`src/include/pcr_pkg.sv`:
```
// package: offsets, field positions, reset values and carriers for the port block
package pcr_pkg;

    // ------------------------------------------------------------------
    // register offsets within the configuration i/o space
    // ------------------------------------------------------------------
    localparam logic [7:0] OFS_DATA_IN_A  = 8'h00;
    localparam logic [7:0] OFS_DATA_IN_B  = 8'h01;
    localparam logic [7:0] OFS_MODE_A     = 8'h02;
    localparam logic [7:0] OFS_MODE_B     = 8'h03;
    localparam logic [7:0] OFS_DOUT_A     = 8'h04;
    localparam logic [7:0] OFS_DOUT_B     = 8'h05;
    localparam logic [7:0] OFS_DIR_A      = 8'h06;
    localparam logic [7:0] OFS_DIR_B      = 8'h07;
    localparam logic [7:0] OFS_DRV_A      = 8'h08;
    localparam logic [7:0] OFS_DRV_B      = 8'h09;
    localparam logic [7:0] OFS_DATA_IN_C  = 8'h10;
    localparam logic [7:0] OFS_DATA_IN_D  = 8'h11;
    localparam logic [7:0] OFS_DOUT_C     = 8'h12;
    localparam logic [7:0] OFS_DOUT_D     = 8'h13;
    localparam logic [7:0] OFS_DIR_C      = 8'h14;
    localparam logic [7:0] OFS_DIR_D      = 8'h15;
    localparam logic [7:0] OFS_DRV_C      = 8'h16;
    localparam logic [7:0] OFS_DRV_D      = 8'h17;
    localparam logic [7:0] OFS_OMC_AB     = 8'h20;
    localparam logic [7:0] OFS_OMC_BC     = 8'h21;
    localparam logic [7:0] OFS_OMC_MASK_AB = 8'h22;
    localparam logic [7:0] OFS_OMC_MASK_BC = 8'h23;
    localparam logic [7:0] OFS_MEM_MAP    = 8'hB0;

    // ------------------------------------------------------------------
    // field positions and reset values
    // ------------------------------------------------------------------
    localparam int         PERIPH_BIT     = 7;
    localparam logic [7:0] REG_RST        = 8'h00;
    localparam logic [7:0] PORT_D_MASK    = 8'h07;
    localparam logic [7:0] DRV_AB_OD_MASK = 8'hF0;
    localparam logic [7:0] DRV_AB_SL_MASK = 8'h0F;
    localparam logic [7:0] RD_UNMAPPED    = 8'h00;

    // address-out mapping selects
    localparam logic [1:0] AMAP_GENERIC   = 2'h0;
    localparam logic [1:0] AMAP_NONMUX    = 2'h1;
    localparam logic [1:0] AMAP_TYPE_X    = 2'h2;
    localparam logic [1:0] AMAP_TYPE_Y    = 2'h3;

    // ------------------------------------------------------------------
    // carriers
    // ------------------------------------------------------------------
    typedef struct packed {
        logic       rd;
        logic       wr;
        logic [7:0] addr;
        logic [7:0] wdata;
    } pcr_bus_t;

    typedef struct packed {
        logic [7:0] dout;
        logic [7:0] oe;
        logic [7:0] od;
        logic [7:0] fast;
    } pcr_pin_t;

endpackage : pcr_pkg

```
`src/logic/pcr_ports.sv`:
```
// four programmable i/o ports: configuration, data and macrocell registers
`timescale 1ns/10ps
module pcr_ports (
    // clock, reset, enable
    input  wire logic              mclk_i,
    input  wire logic              reset_n_i,
    input  wire logic              clk_en_i,
    // mcu register bus
    input  wire pcr_pkg::pcr_bus_t bus_i,
    output logic [7:0]             rdata_o,
    // mcu address and data bus view
    input  wire logic [15:0]       mcu_addr_i,
    input  wire logic [7:0]        mcu_data_i,
    input  wire logic              mcu_rd_cycle_i,
    input  wire logic              address_latch_strobe_i,
    output logic [7:0]             mcu_data_o,
    // configuration set at programming time
    input  wire logic [1:0]        addr_map_sel_i,
    input  wire logic              data_port_cfg_i,
    input  wire logic              test_port_cfg_i,
    input  wire logic              jtag_enable_i,
    // logic-array terms
    input  wire logic [7:0]        array_oe_a_i,
    input  wire logic [7:0]        array_oe_b_i,
    input  wire logic [7:0]        array_oe_c_i,
    input  wire logic [2:0]        array_oe_d_i,
    input  wire logic              periph_select_term_0_i,
    input  wire logic              periph_select_term_1_i,
    input  wire logic              test_port_select_term_i,
    input  wire logic [15:0]       output_macrocell_d_i,
    // pins
    input  wire logic [7:0]        pin_a_i,
    input  wire logic [7:0]        pin_b_i,
    input  wire logic [7:0]        pin_c_i,
    input  wire logic [2:0]        pin_d_i,
    output pcr_pkg::pcr_pin_t      pin_a_o,
    output pcr_pkg::pcr_pin_t      pin_b_o,
    output pcr_pkg::pcr_pin_t      pin_c_o,
    output logic [2:0]             pin_d_o,
    output logic [2:0]             pin_d_oe_o,
    output logic [2:0]             pin_d_fast_o,
    // status
    output logic                   test_port_active_o,
    output logic                   periph_mode_o,
    output logic [15:0]            addr_in_latched_o,
    output logic [15:0]            output_macrocell_o
);

    // ------------------------------------------------------------------
    // register storage
    // ------------------------------------------------------------------
    logic [7:0]  mode_a_ff;
    logic [7:0]  mode_b_ff;
    logic [7:0]  dir_a_ff;
    logic [7:0]  dir_b_ff;
    logic [7:0]  dir_c_ff;
    logic [7:0]  dir_d_ff;
    logic [7:0]  drv_a_ff;
    logic [7:0]  drv_b_ff;
    logic [7:0]  drv_c_ff;
    logic [7:0]  drv_d_ff;
    logic [7:0]  dout_a_ff;
    logic [7:0]  dout_b_ff;
    logic [7:0]  dout_c_ff;
    logic [7:0]  dout_d_ff;
    logic [15:0] omc_ff;
    logic [15:0] omc_mask_ff;
    logic [7:0]  mem_map_ff;
    logic [15:0] addr_lat_ff;
    logic        wr;
    logic        rd;

    assign wr = clk_en_i & bus_i.wr;
    assign rd = clk_en_i & bus_i.rd;

    // ------------------------------------------------------------------
    // configuration registers
    // ------------------------------------------------------------------
    always_ff @(posedge mclk_i or negedge reset_n_i) begin
        if (!reset_n_i) begin
            mode_a_ff <= pcr_pkg::REG_RST;
            mode_b_ff <= pcr_pkg::REG_RST;
            dir_a_ff  <= pcr_pkg::REG_RST;
            dir_b_ff  <= pcr_pkg::REG_RST;
            dir_c_ff  <= pcr_pkg::REG_RST;
            dir_d_ff  <= pcr_pkg::REG_RST;
            drv_a_ff  <= pcr_pkg::REG_RST;
            drv_b_ff  <= pcr_pkg::REG_RST;
            drv_c_ff  <= pcr_pkg::REG_RST;
            drv_d_ff  <= pcr_pkg::REG_RST;
            mem_map_ff <= pcr_pkg::REG_RST;
        end else if (wr) begin
            unique case (bus_i.addr)
                pcr_pkg::OFS_MODE_A: mode_a_ff <= bus_i.wdata;
                pcr_pkg::OFS_MODE_B: mode_b_ff <= bus_i.wdata;
                pcr_pkg::OFS_DIR_A:  dir_a_ff  <= bus_i.wdata;
                pcr_pkg::OFS_DIR_B:  dir_b_ff  <= bus_i.wdata;
                pcr_pkg::OFS_DIR_C:  dir_c_ff  <= bus_i.wdata;
                // only three pins exist on port d
                pcr_pkg::OFS_DIR_D:  dir_d_ff  <= bus_i.wdata
                                        & pcr_pkg::PORT_D_MASK;
                pcr_pkg::OFS_DRV_A:  drv_a_ff  <= bus_i.wdata;
                pcr_pkg::OFS_DRV_B:  drv_b_ff  <= bus_i.wdata;
                pcr_pkg::OFS_DRV_C:  drv_c_ff  <= bus_i.wdata;
                pcr_pkg::OFS_DRV_D:  drv_d_ff  <= bus_i.wdata
                                        & pcr_pkg::PORT_D_MASK;
                pcr_pkg::OFS_MEM_MAP: mem_map_ff <= bus_i.wdata;
                default: ;
            endcase
        end
    end

    // ------------------------------------------------------------------
    // data-out registers and macrocells
    // ------------------------------------------------------------------
    always_ff @(posedge mclk_i or negedge reset_n_i) begin
        if (!reset_n_i) begin
            dout_a_ff <= pcr_pkg::REG_RST;
            dout_b_ff <= pcr_pkg::REG_RST;
            dout_c_ff <= pcr_pkg::REG_RST;
            dout_d_ff <= pcr_pkg::REG_RST;
            omc_mask_ff <= {pcr_pkg::REG_RST, pcr_pkg::REG_RST};
        end else if (wr) begin
            unique case (bus_i.addr)
                pcr_pkg::OFS_DOUT_A: dout_a_ff <= bus_i.wdata;
                pcr_pkg::OFS_DOUT_B: dout_b_ff <= bus_i.wdata;
                pcr_pkg::OFS_DOUT_C: dout_c_ff <= bus_i.wdata;
                pcr_pkg::OFS_DOUT_D: dout_d_ff <= bus_i.wdata
                                        & pcr_pkg::PORT_D_MASK;
                pcr_pkg::OFS_OMC_MASK_AB: omc_mask_ff[7:0]  <= bus_i.wdata;
                pcr_pkg::OFS_OMC_MASK_BC: omc_mask_ff[15:8] <= bus_i.wdata;
                default: ;
            endcase
        end
    end

    // mcu load wins over the logic-array next state, except masked bits
    always_ff @(posedge mclk_i or negedge reset_n_i) begin
        if (!reset_n_i) begin
            omc_ff <= {pcr_pkg::REG_RST, pcr_pkg::REG_RST};
        end else if (clk_en_i) begin
            for (int i = 0; i < 16; i++) begin
                if (wr && !omc_mask_ff[i] &&
                    bus_i.addr == (i < 8 ? pcr_pkg::OFS_OMC_AB
                                         : pcr_pkg::OFS_OMC_BC)) begin
                    omc_ff[i] <= bus_i.wdata[i % 8];
                end else begin
                    omc_ff[i] <= output_macrocell_d_i[i];
                end
            end
        end
    end

    // ------------------------------------------------------------------
    // address input latch on the strobe
    // ------------------------------------------------------------------
    always_ff @(posedge mclk_i or negedge reset_n_i) begin
        if (!reset_n_i) begin
            addr_lat_ff <= {pcr_pkg::REG_RST, pcr_pkg::REG_RST};
        end else if (clk_en_i && address_latch_strobe_i) begin
            addr_lat_ff <= mcu_addr_i;
        end
    end

    // ------------------------------------------------------------------
    // pin output muxing
    // ------------------------------------------------------------------
    logic       periph_on;
    logic       psel;
    logic       data_port;
    logic       test_on;
    logic [7:0] addr_a;
    logic [7:0] addr_b;
    logic [7:0] oe_a;
    logic [7:0] oe_b;
    logic [7:0] oe_c;
    logic [7:0] val_a;
    logic [7:0] val_b;
    logic [2:0] oe_d;

    assign periph_on = mem_map_ff[pcr_pkg::PERIPH_BIT];
    assign psel      = periph_select_term_0_i | periph_select_term_1_i;
    assign data_port = data_port_cfg_i;
    assign test_on   = test_port_select_term_i | test_port_cfg_i
                       | jtag_enable_i;

    // latched address placed on nibbles by bus type
    always_comb begin
        addr_a = pcr_pkg::REG_RST;
        addr_b = pcr_pkg::REG_RST;
        unique case (addr_map_sel_i)
            pcr_pkg::AMAP_GENERIC: begin
                addr_a = addr_lat_ff[7:0];
                addr_b = addr_lat_ff[7:0];
            end
            pcr_pkg::AMAP_NONMUX: begin
                addr_b = addr_lat_ff[7:0];
            end
            pcr_pkg::AMAP_TYPE_X: begin
                addr_a = {addr_lat_ff[7:4], 4'h0};
                addr_b = {4'h0, addr_lat_ff[11:8]};
            end
            pcr_pkg::AMAP_TYPE_Y: begin
                addr_b = addr_lat_ff[15:8];
            end
        endcase
    end

    // mode bit picks data-out or latched address; software sets dir too
    assign val_a = (mode_a_ff & addr_a) | (~mode_a_ff & dout_a_ff);
    assign val_b = (mode_b_ff & addr_b) | (~mode_b_ff & dout_b_ff);
    assign oe_a  = dir_a_ff | array_oe_a_i;
    assign oe_b  = dir_b_ff | array_oe_b_i;
    assign oe_c  = dir_c_ff | array_oe_c_i;
    assign oe_d  = dir_d_ff[2:0] | array_oe_d_i;

    always_ff @(posedge mclk_i or negedge reset_n_i) begin
        if (!reset_n_i) begin
            pin_a_o <= '0;
            pin_b_o <= '0;
            pin_c_o <= '0;
            pin_d_o <= 3'h0;
            pin_d_oe_o <= 3'h0;
            pin_d_fast_o <= 3'h0;
            mcu_data_o <= pcr_pkg::REG_RST;
        end else if (clk_en_i) begin
            // port a: data bus, peripheral buffer or general i/o
            if (data_port) begin
                pin_a_o.dout <= mcu_data_i;
                pin_a_o.oe   <= {8{~mcu_rd_cycle_i}};
                pin_a_o.od   <= 8'h00;
                pin_a_o.fast <= 8'h00;
                mcu_data_o   <= pin_a_i;
            end else if (periph_on) begin
                pin_a_o.dout <= mcu_data_i;
                pin_a_o.oe   <= {8{psel & ~mcu_rd_cycle_i}};
                pin_a_o.od   <= 8'h00;
                pin_a_o.fast <= 8'h00;
                mcu_data_o   <= psel ? pin_a_i : 8'h00;
            end else begin
                pin_a_o.dout <= val_a;
                pin_a_o.oe   <= oe_a;
                pin_a_o.od   <= drv_a_ff & pcr_pkg::DRV_AB_OD_MASK;
                pin_a_o.fast <= drv_a_ff & pcr_pkg::DRV_AB_SL_MASK;
                mcu_data_o   <= 8'h00;
            end
            pin_b_o.dout <= val_b;
            pin_b_o.oe   <= oe_b;
            pin_b_o.od   <= drv_b_ff & pcr_pkg::DRV_AB_OD_MASK;
            pin_b_o.fast <= drv_b_ff & pcr_pkg::DRV_AB_SL_MASK;
            // test port takes port c pins; its logic lives elsewhere
            pin_c_o.dout <= test_on ? 8'h00 : dout_c_ff;
            pin_c_o.oe   <= test_on ? 8'h00 : oe_c;
            pin_c_o.od   <= drv_c_ff;
            pin_c_o.fast <= 8'h00;
            pin_d_o      <= dout_d_ff[2:0];
            pin_d_oe_o   <= oe_d;
            pin_d_fast_o <= drv_d_ff[2:0];
        end
    end

    // ------------------------------------------------------------------
    // read path
    // ------------------------------------------------------------------
    logic [7:0] nxt_rdata;

    always_comb begin
        nxt_rdata = pcr_pkg::RD_UNMAPPED;
        unique case (bus_i.addr)
            pcr_pkg::OFS_DATA_IN_A: nxt_rdata = pin_a_i;
            pcr_pkg::OFS_DATA_IN_B: nxt_rdata = pin_b_i;
            pcr_pkg::OFS_DATA_IN_C: nxt_rdata = pin_c_i;
            pcr_pkg::OFS_DATA_IN_D: nxt_rdata = {5'h00, pin_d_i};
            pcr_pkg::OFS_MODE_A:    nxt_rdata = mode_a_ff;
            pcr_pkg::OFS_MODE_B:    nxt_rdata = mode_b_ff;
            pcr_pkg::OFS_DOUT_A:    nxt_rdata = dout_a_ff;
            pcr_pkg::OFS_DOUT_B:    nxt_rdata = dout_b_ff;
            pcr_pkg::OFS_DOUT_C:    nxt_rdata = dout_c_ff;
            pcr_pkg::OFS_DOUT_D:    nxt_rdata = dout_d_ff;
            pcr_pkg::OFS_DIR_A:     nxt_rdata = dir_a_ff;
            pcr_pkg::OFS_DIR_B:     nxt_rdata = dir_b_ff;
            pcr_pkg::OFS_DIR_C:     nxt_rdata = dir_c_ff;
            pcr_pkg::OFS_DIR_D:     nxt_rdata = dir_d_ff;
            pcr_pkg::OFS_DRV_A:     nxt_rdata = drv_a_ff;
            pcr_pkg::OFS_DRV_B:     nxt_rdata = drv_b_ff;
            pcr_pkg::OFS_DRV_C:     nxt_rdata = drv_c_ff;
            pcr_pkg::OFS_DRV_D:     nxt_rdata = drv_d_ff;
            pcr_pkg::OFS_OMC_AB:    nxt_rdata = omc_ff[7:0];
            pcr_pkg::OFS_OMC_BC:    nxt_rdata = omc_ff[15:8];
            pcr_pkg::OFS_OMC_MASK_AB: nxt_rdata = omc_mask_ff[7:0];
            pcr_pkg::OFS_OMC_MASK_BC: nxt_rdata = omc_mask_ff[15:8];
            pcr_pkg::OFS_MEM_MAP:   nxt_rdata = mem_map_ff;
            default: ;
        endcase
    end

    always_ff @(posedge mclk_i or negedge reset_n_i) begin
        if (!reset_n_i) begin
            rdata_o <= pcr_pkg::RD_UNMAPPED;
        end else if (rd) begin
            rdata_o <= nxt_rdata;
        end
    end

    // ------------------------------------------------------------------
    // status outputs
    // ------------------------------------------------------------------
    always_ff @(posedge mclk_i or negedge reset_n_i) begin
        if (!reset_n_i) begin
            test_port_active_o <= 1'b0;
            periph_mode_o      <= 1'b0;
            addr_in_latched_o  <= 16'h0000;
            output_macrocell_o <= 16'h0000;
        end else if (clk_en_i) begin
            test_port_active_o <= test_on;
            periph_mode_o      <= periph_on & ~data_port;
            addr_in_latched_o  <= addr_lat_ff;
            output_macrocell_o <= omc_ff;
        end
    end

endmodule : pcr_ports

```
`config.mk`:
```
export PLATFORM = sky130hd
export DESIGN_NAME = pcr_ports
export DESIGN_NICKNAME = d
export VERILOG_FILES = /design/src/include/pcr_pkg.sv /design/src/logic/pcr_ports.sv
export SDC_FILE = /design/constraint.sdc
export NUM_CORES = 1
export LEC_CHECK = 0
export BUFFER_PORTS_ARGS = -buffer_cell sky130_fd_sc_hd__buf_2
export CELL_PAD_IN_SITES_DETAIL_PLACEMENT = 1
export CELL_PAD_IN_SITES_GLOBAL_PLACEMENT = 2
export CORE_AREA = 2 2 209 211
export DETAILED_ROUTE_END_ITERATION = 10
export DIE_AREA = 0 0 211 213
export GPL_TIMING_DRIVEN = 0
export PLACE_DENSITY = 0.82
export SLEW_MARGIN = 0
export SYNTH_ARGS = -nofsm -noshare
export SYNTH_HDL_FRONTEND = slang
export SYNTH_SLANG_ARGS = --single-unit
```
`constraint.sdc`:
```
create_clock -name mclk_i -period 1.6 [get_ports mclk_i]
set_input_delay 0.32 -clock mclk_i [delete_from_list [all_inputs] [get_ports mclk_i]]
set_output_delay 0.32 -clock mclk_i [all_outputs]
set_load 0.01 [all_outputs]
```
# ---- After elaboration in Yosys (flattened, before gate mapping)
# Index checks and enable logic that the tools add are counted.
dict set report classes {
  n_eq_ne 25
  n_mux 26
  bitwise_logic 21
  n_reduce_logical 69
}
# op count
set ops {}
lappend ops {{$pmux W8 S23} 1}
lappend ops {{$eq A8 B5 Y1 const B} 8}
lappend ops {{$mux W32} 2}
lappend ops {{$mux W8} 5}
lappend ops {{$or A8 B8 Y8} 5}
lappend ops {{$reduce_and A2 Y1} 17}
lappend ops {{$logic_and A1 B1 Y1} 33}
lappend ops {{$and A8 B8 Y8} 4}
lappend ops {{$eq A8 B3 Y1 const B} 4}
lappend ops {{$eq A8 B6 Y1 const B} 4}
lappend ops {{$pmux W8 S3} 1}
lappend ops {{$eq A8 B2 Y1 const B} 2}
lappend ops {{$eq A8 B4 Y1 const B} 2}
lappend ops {{$logic_not A1 Y1} 16}
lappend ops {{$mux W1} 16}
lappend ops {{$not A8 Y8} 2}
lappend ops {{$pmux W8 S2} 1}
lappend ops {{$eq A8 B1 Y1 const B} 1}
lappend ops {{$eq A8 B8 Y1 const B} 1}
lappend ops {{$logic_not A8 Y1} 1}
lappend ops {{$and A1 B1 Y1} 4}
lappend ops {{$eq A2 B2 Y1 const B} 2}
lappend ops {{$or A1 B1 Y1} 3}
lappend ops {{$or A3 B3 Y3} 1}
lappend ops {{other kinds (4)} 5}
dict set report totals {
  regBits 292
  inputBits 125
  out_inout_bits 155
  elab_cells 180
}

# ---- Logic depth before layout (Yosys ltp)
# Gate-level depths: netlist of the first run.
dict set report logic_depth {
  word_depth 6
  ltp_mapped 9
  ltp_nobuf 6
}

# ---- Worst setup path before layout of the first run
# OpenSTA, ideal clock, no wires.
dict set report synth_path {
  path_kind {input port to flip-flop}
  from {input port bus_i[14] (netlist name)}
  to {register dout_a_ff[0]}
  setup_ns 0.125
  t_arrival_ns 1.911
  t_required_ns 1.475
  path_slack_ns -0.436
  cell_stages 7
  n_path_buf 2
  cell_sequence {clkbuf_2 -> or3_1 -> buf_6 -> nor2_8 -> nand3_4 -> nor2_8 -> mux2_4}
}
dict set report synth_via {
  elab_chain_len 2
}
# item line_no
set synth_rtl {}
lappend synth_rtl {{start: declaration} pcr_ports.sv:9} ;# input wire pcr_pkg::pcr_bus_t bus_i,
lappend synth_rtl {{$eq A8 B3 Y1} pcr_ports.sv:124} ;# unique case (bus_i.addr)
lappend synth_rtl {{$reduce_and A2 Y1 (no line)} --}
lappend synth_rtl {{end signal: assignment} pcr_ports.sv:118} ;# dout_a_ff <= pcr_pkg::REG_RST;
lappend synth_rtl {{end signal: assignment} pcr_ports.sv:125} ;# pcr_pkg::OFS_DOUT_A: dout_a_ff <= bus_i.wdata;
lappend synth_rtl {{end: declaration} pcr_ports.sv:62} ;# logic [7:0] dout_a_ff;
# Every way passes these cells.
# A chain may end at the register's enable or synchronous reset.

# ---- Worst setup path in the final report of the first run
dict set report layout_path {
  from {input port bus_i[8] (netlist name)}
  to {register rdata_o[3]}
}
dict set report layout_via {
  elab_chain_len 2
  word_cells_on_any_way 24
  cone_classes {eq/ne (22); mux (1); reduce/logical (1)}
}
# item line_no
set layout_rtl {}
lappend layout_rtl {{$eq A8 B8 Y1 (tied with other cells)} pcr_ports.sv:269} ;# unique case (bus_i.addr)
lappend layout_rtl {{$pmux W8 S23 (*)} pcr_ports.sv:269}
lappend layout_rtl {{end signal: assignment} pcr_ports.sv:299} ;# rdata_o <= pcr_pkg::RD_UNMAPPED;
lappend layout_rtl {{end signal: assignment} pcr_ports.sv:301} ;# rdata_o <= nxt_rdata;
lappend layout_rtl {{end: declaration} pcr_ports.sv:10} ;# output logic [7:0] rdata_o,
# Mark *: on every way between the ends. The rest lies on a longest branch, timed or not.

==> metrics.md, run 1 <==
| Metric | Value |
|---|---|
| GP Congestion | 0.910 |
| Worst skew pair latency | 0.55 ns |
| Headroom to the max-slew limit | 0.323 |
| Hold WS | 0.0202 ns |
| Die area | 44900 um2 |
| Flop-to-flop setup slack | -0.19 ns |
| Power Total | 0.0182 W |
| Hold Vio Cnt, Final | 0 |
| Ys async rst share | 1.00 |
| Clk network pwr share | 0.431 |
| Syn Std Cell Area | 13600 um2 |
| Crit Reg-Reg Endpoint | rdata_o[6]$_DFFE_PN0P_ |
| RSZ-0062 raised after global routing | yes |
| Internal power | 0.0133 W |
| Vias in the first global route | 11400 |
| Worst setup EP type | flip-flop |
| Slew @ Worst Pin | 1.02 ns |
| Via/cell ratio | 5.17 |
| Power density of the placed cells | 1010 nW/um2 |
| Worst Hold Depth | 2 |
| Final HPWL DP | 40500 um |
| First-pass GRT wire length | 78000 um |
| Minimum clock period | 1.87 ns |
| Seq pwr share | 0.439 |
| Syn avg cell area | 11.7 um2 |
| Worst Hold End | addr_lat_ff[7]$_DFFE_PN0P_ |
| Yosys cell types | 70 |
| Mapped Cells | 1164 |
| Worst setup slack after layout | -0.268 ns |
| Max Cap Viol | 0 |
| HP Class | in -> reg |
| CP Class | in -> reg |
| Initial Util | 0.318 |
| Post-Place Cells | 1982 |
| Worst hold start | mcu_addr_i[7] |
| Sw Share | 0.270 |
| Pre-antenna DRT Iters | 5 |
| Yosys warning total | 0 |
| Reg2reg start | dout_a_ff[6]$_DFFE_PN0P_ |
| Status | finished with violations |
| Crit-path max FO | 10 |
| IR Drop Worst-Case VDD | 0.673 mV |
| Root Driver | clkbuf_16 |
| Sequential area share after synthesis | 0.524 |
| CTS Buf Count | 35 |
| # nets final | 1648 |
| CORE AREA | 42700 um2 |
| Leak | 8.61 nW |
| Core Rows | 76 |
| Worst Path Required | 1.99 ns |
| Via count | 10800 |
| DR iter-0 viols | 608 |
| I/O Buffers | 247 |
| I/O Pins | 280 |
| CTS tree | built |
| N_diodes | 0 |
| Die H | 213 um |
| Post-DRT Antenna Nets | 0 |
| WP data arrival | 2.26 ns |
| Final period util | 1.17 |
| Drt wl/cell | 26.0 um |
| Share of cells above drive strength 1 | 0.464 |
| EDFF count, synth | 0 |
| Drc violations | 0 |
| Yosys reg bits | 284 |
| Gate power share | 0.131 |
| Clock transition at path regs | 0.06 ns |
| Setup-failing EPs final | 4 |
| Worst Setup Start Kind | input pin |
| Clock Path Buffers | 3 |
| Grt total ovfl | 0 |
| Initial antenna violation count | 0 |
| Post-Route Skew | 0.0218 ns |
| Maximum clock frequency | 535 MHz |
| Final wirelength | 54500 um |
| Fill cells | 4606 |
| Top_reg_cell synth | dfrtp_1 |
| P_sw | 0.00491 W |
| Htree depth | 2 |
| Largest net degree at the start of global routing | 118 |
| Failing checks | negative setup slack |
| Non-filler cells, final | 2093 |
| Gr usage total | 0.242 |
| Die Wd | 211 um |
| Slew Limit Fails | 0 |
| Clock Sinks | 284 |
| Layout area overhead | 32.9% |
| Reg2Reg Depth | 6 |
| Critical Path Start | bus_i[8] |
-- cell usage in the layout (no fill, tap or decap), types with 8 or more instances in the layout --
| master | n |
|---|---|
| dfrtp_1 | 282 |
| buf_2 | 250 |
| mux2_2 | 148 |
| nor2_1 | 80 |
| buf_4 | 66 |
| a21oi_1 | 66 |
| mux2_4 | 65 |
| o21ai_0 | 62 |
| mux2i_1 | 48 |
| nand2_1 | 40 |
| inv_1 | 39 |
| clkbuf_16 | 37 |
| nand3_1 | 24 |
| conb_1 | 24 |
| clkbuf_1 | 23 |
| dlygate4sd3_1 | 16 |
| nor2_4 | 15 |
| nor2b_1 | 15 |
| a31oi_1 | 15 |
| clkbuf_2 | 14 |
| buf_6 | 11 |
| a22oi_1 | 11 |
| clkbuf_8 | 9 |
| nand2b_1 | 9 |
| nor2_2 | 8 |
| buf_8 | 8 |
-- kinds of logic (layout without fill, tap and decap cells) --
kind of cell | Yosys count | after routing | share of synthesized area
other | 1 | 24 | 0.000276
AOI/OAI and AO/OA | 217 | 217 | 0.0967
and+or+nand+nor | 256 | 256 | 0.106
xor gates and xnor gates | 1 | 1 | 0.000645
muxes | 267 | 267 | 0.221
buffers and inverters | 138 | 498 | 0.0512
DFF | 284 | 284 | 0.524
-- state kept, by name, summed over array words and instances, names as in the netlist, 16 cells and up --
register and flops:
output_macrocell_o 16, omc_mask_ff 16, addr_lat_ff 16, addr_in_latched_o 16, pin_a_o 24, pin_c_o 24, omc_ff 16, pin_b_o 24
-- through the flow --
step | utilization | setup WS (ns) | area [um2] | TNS, ns
2_1_floorplan | - | -0.429 | 14000 | -40.86
3_3_place_gp | 0.373 | -5.27 | 15900 | -1737.98
3_5_place_dp | 0.374 | -1.48 | 16000 | -260.96
4_1_cts | 0.416 | -0.197 | 17800 | -0.472
5_1_grt | 0.422 | -0.248 | 18000 | -0.830
6_report | 0.422 | -0.268 | 18000 | -0.560
-- area by class of cell --
class,count,area [um2],share of cell area
flip-flops and latches,284,7110,0.394
well taps,546,683,0.0379
multi-input cells,765,6440,0.357
clock buffers,48,1030,0.0569
repair buffers,302,1820,0.101
plain buffers,96,692,0.0384
inverters,39,146,0.00812
clock inverters,13,113,0.00624
-- cells in the mapped netlist (all sizes together) (2+ instances only) --
cell type,count,area share
nand3b,6,0.0033
mux2i,49,0.036
o41ai,2,0.0013
nand4,2,0.0020
a211oi,3,0.0017
a31oi,16,0.0074
inv,39,0.011
or3,3,0.0014
nor3b,3,0.0017
nor2b,15,0.0069
nand2,44,0.012
a222oi,4,0.0029
a211o,2,0.0013
nand3,32,0.015
o22ai,8,0.0037
dfrtp,284,0.52
a22o,5,0.0032
buf,58,0.029
or4,4,0.0028
nor4b,5,0.0041
mux2,218,0.19
clkbuf,41,0.011
nor3,9,0.0041
or3b,3,0.0019
o211ai,5,0.0028
a21oi,71,0.026
o32ai,2,0.0013
nor4,2,0.00092
and2,2,0.00092
o21a,2,0.0011
nand2b,9,0.0041
o21ai,66,0.024
nor2,109,0.040
o2bb2ai,2,0.0013
a22oi,12,0.0066
and4,2,0.0013
and3,2,0.00092
a32o,4,0.0029
a32oi,4,0.0026
-- power groups by stage --
stage	registers (W)	clock network (W)	logic, W
finish	0.00799	0.00784	0.00238
floorplan	0.00811	0	0.00102
CTS	0.00799	0.00806	0.00234
global route	0.00805	0.00833	0.00255
global placement	0.00809	0	0.00215
detailed placement	0.00812	0	0.00221
-- critical path, cell delays in order --
cell	delay (ns)
buf_8	0.10
buf_6	0.20
buf_8	0.20
buf_4	0.32
mux2i_1	0.39
o22ai_1	0.13
o21ai_0	0.44
a21oi_1	0.13
-- layer usage --
metal  vias to the layer above  routed length [um]  GRT usage  part of all wire
li1                       4852                   -          -                 -
met1                      5544               23400      0.314              0.43
met2                       351               26500      0.407              0.49
met3                        69                3090     0.0468             0.057
met4                         0                1470     0.0733             0.027
met5                         -                   0          0                 0
-- what timing repair did --
item,in CTS,in global routing
hold buffers,16,0
gates resized for setup,66,54
setup endpoints to repair,252,68
setup buffers,24,13
endpoints found under the hold margin,77,0
pin swaps,17,28
-- worst max-delay path by stage --
stage                                       endpoint  slack [ns]
floorplan                   dout_a_ff[0]$_DFFE_PN0P_       -0.43
global placement    addr_in_latched_o[6]$_DFFE_PN0P_       -5.27
detailed placement           pin_a_o[29]$_DFFE_PN0P_       -1.48
CTS                           rdata_o[3]$_DFFE_PN0P_       -0.20
global route                  rdata_o[3]$_DFFE_PN0P_       -0.25
finish                        rdata_o[3]$_DFFE_PN0P_       -0.27
Power figures use the tool's default switching activity.
==> inputs of run 2 (changes only) <==
- MAX_ROUTING_LAYER: default -> met4
==> run 2 against run 1 <==
Against the previous run:
- sequential share of layout area down 0.21 points
- first-iteration DRC count up 6.1%
- via count down 0.18%
- combinational power about the same
- critical path type is now reg -> reg
- largest cell class unchanged
- global-route usage up 0.95 points
- cell count up 0.24%
- clock skew down 0.0031 ns
- maximum frequency up 7.0%
- critical path depth down 3
- the run still ends with negative setup slack left
- routed wire length up 0.44%
==> metrics.md, run 2 (synthesized netlist as in run 1, its figures left out) <==
| Metric | Value |
|---|---|
| Initial Util | 0.318 |
| Headroom to the max-slew limit | 0.342 |
| Slew @ Worst Pin | 0.988 ns |
| Vias in the first global route | 11500 |
| Seq pwr share | 0.426 |
| Final period util | 1.09 |
| I/O Buffers | 247 |
| Post-DRT Antenna Nets | 0 |
| Flop-to-flop setup slack | -0.15 ns |
| Worst setup slack after layout | -0.146 ns |
| RSZ-0062 raised after global routing | yes |
| CTS tree | built |
| First-pass GRT wire length | 78600 um |
| Post-Route Skew | 0.0187 ns |
| Max Cap Viol | 0 |
| CP Class | reg -> reg |
| Pre-antenna DRT Iters | 5 |
| Gate power share | 0.127 |
| Fill cells | 4631 |
| Commonest non-fill, non-tap cells in the layout | 282 x dfrtp_1, 251 x buf_2, 136 x mux2_2, 84 x nor2_1, 75 x mux2_4 |
| Maximum clock frequency | 573 MHz |
| Core Rows | 76 |
| Slew Limit Fails | 0 |
| Worst Setup Start Kind | flip-flop |
| Cell family with most CP delay | compound AO/OA/AOI/OAI gates |
| Crit Reg-Reg Endpoint | rdata_o[3]$_DFFE_PN0P_ |
| Leading cell type in the layout, fill and taps excluded | dfrtp_1 |
| GP Congestion | 0.935 |
| Clock Sinks | 284 |
| Setup_tns | -0.392 ns |
| Initial antenna violation count | 1 |
| Hold Vio Cnt, Final | 0 |
| Critical-path cell list | mux2_4, a222oi_1, o21ai_1, a211oi_2, a21oi_1 |
| Biggest regs | pin_a_o (24), pin_b_o (24), pin_c_o (24) |
| Leak | 8.63 nW |
| Reg2Reg Depth | 5 |
| Critical Path Start | omc_ff[11]$_DFFE_PN0P_ |
| Reg2reg start | omc_ff[11]$_DFFE_PN0P_ |
| Worst skew pair latency | 0.56 ns |
| Die H | 213 um |
| Critical Path Sink | rdata_o[3]$_DFFE_PN0P_ |
| Die area | 44900 um2 |
| Internal power | 0.0137 W |
| Share of cells above drive strength 1 | 0.455 |
| Clock transition at path regs | 0.06 ns |
| # nets final | 1649 |
| Worst Path Required | 2.01 ns |
| Slowest-stage cell, CP | a222oi_1 |
| P_sw | 0.00504 W |
| Critical path depth | 5 |
| Final wirelength | 54700 um |
| Setup-failing EPs final | 6 |
| I/O Pins | 280 |
| Via/cell ratio | 5.15 |
| Clk network pwr share | 0.447 |
| Minimum clock period | 1.75 ns |
| Drt wl/cell | 26.1 um |
| DR iter-0 viols | 645 |
| WP buf/inv | 0 |
| Largest net degree at the start of global routing | 121 |
| HP Class | in -> reg |
| Hold WS | 0.0213 ns |
| Via count | 10800 |
| Crit-path max FO | 2 |
| Multi-input logic area | 6430 um2 |
| CORE AREA | 42700 um2 |
| Status | finished with violations |
| Htree depth | 2 |
| IR Drop Worst-Case VDD | 0.638 mV |
| CTS Buf Count | 35 |
| Failing checks | negative setup slack |
| Final HPWL DP | 40500 um |
| DP Worst Slack | -1.49 ns |
| Register area | 7110 um2 |
| Sw Share | 0.269 |
| Drc violations | 0 |
| Worst setup EP type | flip-flop |
| Layout area overhead | 33.6% |
| Die Wd | 211 um |
| Slowest stage delay, CP | 0.50 ns |
| Grt total ovfl | 0 |
| WP data arrival | 2.16 ns |
| Power density of the placed cells | 1030 nW/um2 |
| Gr usage total | 0.251 |
| Clock Path Buffers | 3 |
| Root Driver | clkbuf_16 |
-- run 2: worst register-to-register path, cell delays in order, from the launching register on --
cell and delay, ns:
dfrtp_1 0.42, mux2_4 0.28, a222oi_1 0.50, o21ai_1 0.14, a211oi_2 0.17, a21oi_1 0.10
-- run 2: how the worst min path moves through the flow --
stage | to | slack [ns] | startpoint | cells after the start
after detailed placement | output_macrocell_o[4]$_DFFE_PN0P_ | 0.29 | reset_n_i | 1
after CTS | addr_lat_ff[13]$_DFFE_PN0P_ | 0.002 | mcu_addr_i[13] | 2
after global routing | addr_lat_ff[13]$_DFFE_PN0P_ | 0.02 | mcu_addr_i[13] | 2
final | addr_lat_ff[13]$_DFFE_PN0P_ | 0.02 | mcu_addr_i[13] | 2
after floorplan | addr_in_latched_o[0]$_DFFE_PN0P_ | 0.02 | reset_n_i | 0
after global placement | test_port_active_o$_DFFE_PN0P_ | 0.48 | test_port_active_o$_DFFE_PN0P_ | 2
-- run 2: timing repair --
action                                 CTS  global route
resized for setup                       77            41
pin swaps                               18            18
endpoints found under the hold margin   71             0
setup endpoints to repair              257           106
hold buffers                            21             0
buffers inserted                        22            12
-- run 2: power by group through the flow --
stage / logic (W) / registers (W) / clock network (W)
after floorplan: 0.00102 / 0.00811 / 0
after global placement: 0.00215 / 0.00809 / 0
after detailed placement: 0.00222 / 0.00811 / 0
after CTS: 0.00235 / 0.00799 / 0.00855
after global routing: 0.00254 / 0.00804 / 0.00882
final: 0.00237 / 0.00799 / 0.00837
-- run 2: stage by stage --
stage	power, W	std cells	util	cell area, um2
after global routing	0.0194	2098	0.425	18100
final	0.0187	2098	0.425	18100
after floorplan	0.00913	1187	-	14000
after CTS	0.0189	2089	0.420	17900
after detailed placement	0.0103	1982	0.374	16000
after global placement	0.0102	1980	0.373	15900
-- run 2: layout make-up --
type | count | share of cell area
inverter | 39 | 0.00828
tap | 546 | 0.0377
multi-input combinational | 765 | 0.354
clock inverter | 17 | 0.0108
clock buffer | 47 | 0.0569
buffer | 96 | 0.0371
timing repair buffer | 303 | 0.102
sequential | 284 | 0.392
antenna | 1 | 0.000138
-- run 2: routing by layer --
layer  GRT usage  wire, um  share of wire
met3      0.0441      3040          0.056
met4      0.0879      1590          0.029
met2       0.406     26300           0.48
met1       0.318     23800           0.43
met5           -         0              0
